==> src/rtl/lrc_pkg.sv <==
// constants shared by the ladder reference control logic
package lrc_pkg;

  // ==========================================================================
  // register map (byte addresses, one 32-bit word each)
  // ==========================================================================
  localparam logic [3:0] CTRL_OFFSET   = 4'h0;
  localparam logic [3:0] STATUS_OFFSET = 4'h4;

  // ==========================================================================
  // control register fields
  // ==========================================================================
  localparam int         POWER_BIT     = 7;
  localparam int         PIN_DRIVE_BIT = 6;
  localparam int         RANGE_BIT     = 5;
  localparam int         SOURCE_BIT    = 4;
  localparam int         TAP_MSB       = 3;
  localparam int         TAP_LSB       = 0;
  localparam int         CTRL_WIDTH    = 8;
  localparam logic [7:0] CTRL_RESET    = 8'h00;

  // ==========================================================================
  // status register fields
  // ==========================================================================
  localparam int STAT_POWER_BIT  = 0;
  localparam int STAT_PIN_BIT    = 1;
  localparam int STAT_COMP_BIT   = 2;
  localparam int STAT_DIG_OE_BIT = 3;
  localparam int STAT_NUM_LSB    = 8;
  localparam int STAT_DEN_LSB    = 16;

  // ==========================================================================
  // ladder arithmetic and comparator coupling
  // ==========================================================================
  localparam logic [5:0] LOW_DENOM     = 6'h18;
  localparam logic [5:0] HIGH_DENOM    = 6'h20;
  localparam logic [5:0] HIGH_BASE     = 6'h08;
  localparam logic [2:0] COMP_REF_MODE = 3'h6;
  localparam int         SHARED_PIN    = 2;

endpackage

==> src/rtl/lrc_ladder_reference_control.sv <==
// ladder reference control register, avalon-mm slave and analog select outputs

// ============================================================================
// ladder reference control
// ============================================================================
// Behaviour
// - bit 7 one powers the ladder on; zero keeps it powered down
// - bit 6 one routes ladder level onto shared pin; zero disconnects it
// - while pin drive is set, the pin's direction bit is ignored
// - range bit one selects low range: tap over 24 times span
// - range bit zero selects high range: quarter span plus tap over 32
// - bit 4 one feeds ladder from reference pins, zero from supply rails
// - bits 3 to 0 hold a 4-bit tap value, 0 to 15
// - reset clears enable, pin drive, range and tap bits
// - waking from sleep leaves every control bit unchanged
// - reference works independently of the comparator block
// - ladder feeds both comparator positive inputs only in mode 110
module lrc_ladder_reference_control #(
  parameter int ADDR_WIDTH = 4,
  parameter int DATA_WIDTH = 32
) (
  input  wire logic                    clk,
  input  wire logic                    rst_b,
  // avalon-mm slave
  input  wire logic [ADDR_WIDTH-1:0]   address,
  input  wire logic                    read,
  input  wire logic                    write,
  input  wire logic [DATA_WIDTH-1:0]   writedata,
  input  wire logic [DATA_WIDTH/8-1:0] byteenable,
  output logic      [DATA_WIDTH-1:0]   readdata,
  output logic                         waitrequest,
  // neighbouring port and comparator state
  input  wire logic [7:0]              portADirection,
  input  wire logic [2:0]              comparatorModeSelect,
  // analog ladder selects
  output logic                         ladderPowerOn,
  output logic                         refPinDrive,
  output logic                         rangeSelect,
  output logic                         sourceSelect,
  output logic      [3:0]              tapValue,
  output logic      [5:0]              levelNumerator,
  output logic      [5:0]              levelDenominator,
  output logic                         sharedPinDigitalOe,
  output logic                         compPosFromLadder
);

  // ==========================================================================
  // bus handshake
  // ==========================================================================
  logic                  ctrlSel;
  logic                  statSel;
  logic                  writeTaken;
  logic [7:0]            ctrlReg;
  logic [DATA_WIDTH-1:0] statusWord;
  logic [DATA_WIDTH-1:0] next_readdata;

  assign ctrlSel    = (address == ADDR_WIDTH'(lrc_pkg::CTRL_OFFSET));
  assign statSel    = (address == ADDR_WIDTH'(lrc_pkg::STATUS_OFFSET));
  assign writeTaken = write && !waitrequest;

  // one wait cycle per request, then one cycle with waitrequest low
  always_ff @(posedge clk or negedge rst_b) begin
    if (!rst_b) begin
      waitrequest <= 1'b1;
    end else begin
      waitrequest <= !((read || write) && waitrequest);
    end
  end

  // ==========================================================================
  // control register
  // ==========================================================================
  // no sleep or wake input reaches this register, so it keeps its value
  always_ff @(posedge clk or negedge rst_b) begin
    if (!rst_b) begin
      ctrlReg <= lrc_pkg::CTRL_RESET;
    end else if (writeTaken && ctrlSel && byteenable[0]) begin
      ctrlReg <= writedata[lrc_pkg::CTRL_WIDTH-1:0];
    end
  end

  // ==========================================================================
  // read path
  // ==========================================================================
  always_comb begin
    statusWord = '0;
    statusWord[lrc_pkg::STAT_POWER_BIT]  = ladderPowerOn;
    statusWord[lrc_pkg::STAT_PIN_BIT]    = refPinDrive;
    statusWord[lrc_pkg::STAT_COMP_BIT]   = compPosFromLadder;
    statusWord[lrc_pkg::STAT_DIG_OE_BIT] = sharedPinDigitalOe;
    statusWord[lrc_pkg::STAT_NUM_LSB +: 6] = levelNumerator;
    statusWord[lrc_pkg::STAT_DEN_LSB +: 6] = levelDenominator;
  end

  always_comb begin
    next_readdata = '0;
    if (ctrlSel) begin
      next_readdata[lrc_pkg::CTRL_WIDTH-1:0] = ctrlReg;
    end else if (statSel) begin
      next_readdata = statusWord;
    end
  end

  // data is loaded during the wait cycle so it stands when waitrequest drops
  always_ff @(posedge clk or negedge rst_b) begin
    if (!rst_b) begin
      readdata <= '0;
    end else if (read && waitrequest) begin
      readdata <= next_readdata;
    end
  end

  // ==========================================================================
  // ladder selects
  // ==========================================================================
  always_ff @(posedge clk or negedge rst_b) begin
    if (!rst_b) begin
      ladderPowerOn <= 1'b0;
      refPinDrive   <= 1'b0;
      rangeSelect   <= 1'b0;
      sourceSelect  <= 1'b0;
      tapValue      <= 4'h0;
    end else begin
      ladderPowerOn <= ctrlReg[lrc_pkg::POWER_BIT];
      refPinDrive   <= ctrlReg[lrc_pkg::PIN_DRIVE_BIT];
      rangeSelect   <= ctrlReg[lrc_pkg::RANGE_BIT];
      sourceSelect  <= ctrlReg[lrc_pkg::SOURCE_BIT];
      tapValue      <= ctrlReg[lrc_pkg::TAP_MSB:lrc_pkg::TAP_LSB];
    end
  end

  // output level as a fraction of the source span
  always_ff @(posedge clk or negedge rst_b) begin
    if (!rst_b) begin
      levelNumerator   <= lrc_pkg::HIGH_BASE;
      levelDenominator <= lrc_pkg::HIGH_DENOM;
    end else if (ctrlReg[lrc_pkg::RANGE_BIT]) begin
      levelNumerator   <= {2'h0, ctrlReg[lrc_pkg::TAP_MSB:lrc_pkg::TAP_LSB]};
      levelDenominator <= lrc_pkg::LOW_DENOM;
    end else begin
      levelNumerator   <= lrc_pkg::HIGH_BASE
                          + {2'h0, ctrlReg[lrc_pkg::TAP_MSB:lrc_pkg::TAP_LSB]};
      levelDenominator <= lrc_pkg::HIGH_DENOM;
    end
  end

  // ==========================================================================
  // shared pin and comparator coupling
  // ==========================================================================
  // direction bit zero means output; routing the level overrides it
  always_ff @(posedge clk or negedge rst_b) begin
    if (!rst_b) begin
      sharedPinDigitalOe <= 1'b0;
    end else begin
      sharedPinDigitalOe <= !ctrlReg[lrc_pkg::PIN_DRIVE_BIT]
                            && !portADirection[lrc_pkg::SHARED_PIN];
    end
  end

  // ladder runs whatever the comparator mode; only the coupling depends on it
  always_ff @(posedge clk or negedge rst_b) begin
    if (!rst_b) begin
      compPosFromLadder <= 1'b0;
    end else begin
      compPosFromLadder <= (comparatorModeSelect == lrc_pkg::COMP_REF_MODE);
    end
  end

endmodule

==> config.mk <==
export PLATFORM = sky130hd
export DESIGN_NAME = lrc_ladder_reference_control
export DESIGN_NICKNAME = d
export VERILOG_FILES = /design/src/rtl/lrc_pkg.sv /design/src/rtl/lrc_ladder_reference_control.sv
export SDC_FILE = /design/constraint.sdc
export NUM_CORES = 1
export LEC_CHECK = 0
export ABC_CLOCK_PERIOD_IN_PS = 2400
export BUFFER_PORTS_ARGS = -buffer_cell sky130_fd_sc_hd__buf_4
export CORE_MARGIN = 10
export CORE_UTILIZATION = 43
export DETAILED_ROUTE_END_ITERATION = 7
export GPL_TIMING_DRIVEN = 0
export PLACE_DENSITY = 0.84
export SLEW_MARGIN = 40
export SYNTH_ARGS = -nofsm -noshare
export SYNTH_HDL_FRONTEND = slang
export SYNTH_SLANG_ARGS = --single-unit
==> constraint.sdc <==
create_clock -name clk -period 2.4 [get_ports clk]
set_clock_uncertainty 0.2 [all_clocks]
set_input_delay 0 -clock clk [delete_from_list [all_inputs] [get_ports clk]]
set_output_delay 0 -clock clk [all_outputs]
set_load 0.1 [all_outputs]
==> results.toml <==
[place]
gp_congestion = 0.707
hpwl_um = 2820
dp.cells = 234
place_area_mm2 = 0.00205
io_buffers = 55

[global_routing]
grt_pass1_wl_um = 6540
grt_usage_pct = 13.3
antenna_found_initial = 0
overflow = 0
grt_start_max_net_pins = 35
grt_pass1_vias = 1268

[synth]
synth.top_cell.area_share_pct = 56.6
synthCells = 114
synthFlopType = "dfrtp_1"
syn_area_mm2 = 0.00150
synth_warnings = 0
synth.distinct_cells = 20
synth_edf_count = 0
yosysMostFrequentCell = "dfrtp_1"
avgSynthCellArea_um2 = 13.2
yosysTopAreaCell = "dfrtp_1"
synth.area.top_cells = "dfrtp_1, buf_4, mux2_2"
async_flop_share_pct = 100
synthTopCellsByCount = "dfrtp_1, buf_4, nand2_1"
ys_seq_elements = 37
yosysSeqAreaShare_pct = 61.8

[worst_setup_path]
crit_chain = "dlygate4sd3_1 > buf_4 > nor4_4 > dlygate4sd3_1 > nand2_1 > o21ai_0"
crit_top_cell = "dlygate4sd3_1"
required_ns = 2.43
crit_type = "in -> reg"
cp.arrival_ns = 2.18
critPathSlowestCell = "dlygate4sd3_1"
cp.buffers_inverters = 3
cpLargestDelayFamily = "buffers and inverters"
critPathLaunchType = "input port"
crit_path_max_incr_delay_ns = 0.72
end_kind = "flip-flop"
critical_path.max_fanout = 6

[drt]
vias = 1164
vias_per_cell = 4.46
drt-pass1-iter-count = 4
drt_iter0_drc = 15
drt_wl_total_um = 4170
ant_nets = 0
drc = 0
wl_per_cell_um = 16.0

[worst_hold_path]
hp-class = "in -> reg"

[layout]
seqCellArea_um2 = 930
fin_cells = 261
antenna_cells = 0
multiInputGateArea_um2 = 428
drive_above_1_share_pct = 48.4
fillers = 252
post-route-cell-area_mm2 = 0.00229
area_delta_synth_final_pct = 52.6
final_nets = 270

[floorplan]
initial_utilization_pct = 44.7
die-area_mm2 = 0.00626
io_pins = 110
die_w_um = 79.1
core_mm2 = 0.00336
rows = 21
die_h_um = 79.1

[run]
drv_cap = 0

[sta]
rsz0062_at_grt = "false"
period_share_pct = 89.3
drv_slew = 0
fin_setup_tns_ns = 0
min_period_ns = 2.14
whs_ns = 0.0682
fmax_mhz = 467
hold_viol_final = 0
setup_violations = 0

[pwr]
cellPowerDensity_mw_per_mm2 = 785
peakVddDrop_mv = 0.432
total_leakage_power_nw = 1.25

[clock_tree]
cts.sinks = 37
htree_levels = 2
worst_skew_pair.late_latency_ns = 0.34
root_buffer = "clkbuf_4"
cts_tree = "yes"
cts_made_buffers = 5
clkSlewWorstSetupHoldPaths_ns = 0.10
cts_buffer_depth = 2

[status]
status = "completed"
## stage by stage
stage	setup slack [ns]	utilization [%]	power [mW]
3_5_place_dp	0.558	60.8	1.48
3_3_place_gp	0.590	60.8	1.47
5_1_grt	0.219	68.2	1.87
2_1_floorplan	0.422	-	1.33
4_1_cts	0.433	68.2	1.81
6_report	0.257	68.2	1.80
## kinds of logic after synthesis
| logic type | Yosys count | share of synthesized area, % |
|---|---|---|
| buffers and inverters | 30 | 14.5 |
| flip-flops | 37 | 61.8 |
| other | 1 | 0.249 |
| multiplexers | 8 | 5.99 |
| adder cells (fa/ha/maj) | 1 | 0.832 |
| AND/OR/NAND/NOR | 21 | 8.24 |
| AO/OA/AOI/OAI | 16 | 8.40 |
## power by group
part / switching [mW] / internal, mW / leakage, nW
sequential: 0.0407 / 0.687 / 0.493
clock: 0.189 / 0.117 / 0.0265
combinational: 0.600 / 0.168 / 0.727
## area by class of cell
class / instances / area share [%]
Sequential cell: 37 / 40.5
Timing Repair Buffer: 74 / 26.7
Multi-Input combinational cell: 66 / 18.6
Buffer: 29 / 9.32
Tap cell: 46 / 2.51
Clock buffer: 8 / 2.13
Inverter: 1 / 0.164
## routing by layer
metal  GRT usage, %  vias up  wire [um]  share of wire [%]
met4           5.02        0         74                1.8
met3           8.33        8        523                 13
li1               -      546          -                  -
met1           12.8      553       1480                 36
met5              0        -          0                  0
met2           22.7       57       2090                 50
## placed cells by master, fill, tap and decap left out
master,netlist,final
buf_4,26,81
dfrtp_1,34,34
conb_1,1,20
dlygate4sd3_1,0,18
nand2_1,10,10
mux2_2,8,8
a22o_1,7,7
o21ai_0,5,5
clkbuf_1,2,5
clkbuf_4,0,5
and3_2,4,4
a221o_1,4,4
dfstp_2,3,3
nor2_1,2,2
inv_1,1,1
nor4_4,1,1
and2_1,1,1
nor3_1,1,1
and3_1,1,1
and4b_1,1,1
buf_6,1,1
ha_1,1,1
buf_12,0,1
## worst register-to-register path, delay by kind of cell, from the launching register on
family / cells / cell delay, ns
buffers and inverters: 1 / 0.39
AOI/OAI and AO/OA: 1 / 0.23
and+or+nand+nor: 2 / 0.42
DFF: 1 / 0.57
## sequential cells by signal, indices dropped and copies added (netlist names)
register,cells
compPosFromLadder,1
ctrlReg,8
ladderPowerOn,1
levelDenominator,2
levelNumerator,2
readdata,15
refPinDrive,1
sharedPinDigitalOe,1
sourceSelect,1
tapValue,4
waitrequest,1
## repair_timing
action                    in CTS  in global routing
hold buffers                  19                  0
setup buffers                  0                  0
hold endpoints to repair      53                  0
resized for setup              0                  0
## worst paths after layout
path	from	cells past startpoint	slack (ns)	end
setup reg to reg	waitrequest	4	0.53	readdata[3]
min in group asynchronous	rst_b	3	0.53	waitrequest
setup / recovery	address[2]	6	0.26	readdata[4]
max in group asynchronous	rst_b	4	1.28	tapValue[2]
hold / removal	byteenable[0]	4	0.07	ctrlReg[7]
hold reg to reg	ctrlReg[2]	0	0.21	tapValue[2]
(Power assumes the default switching activity.)
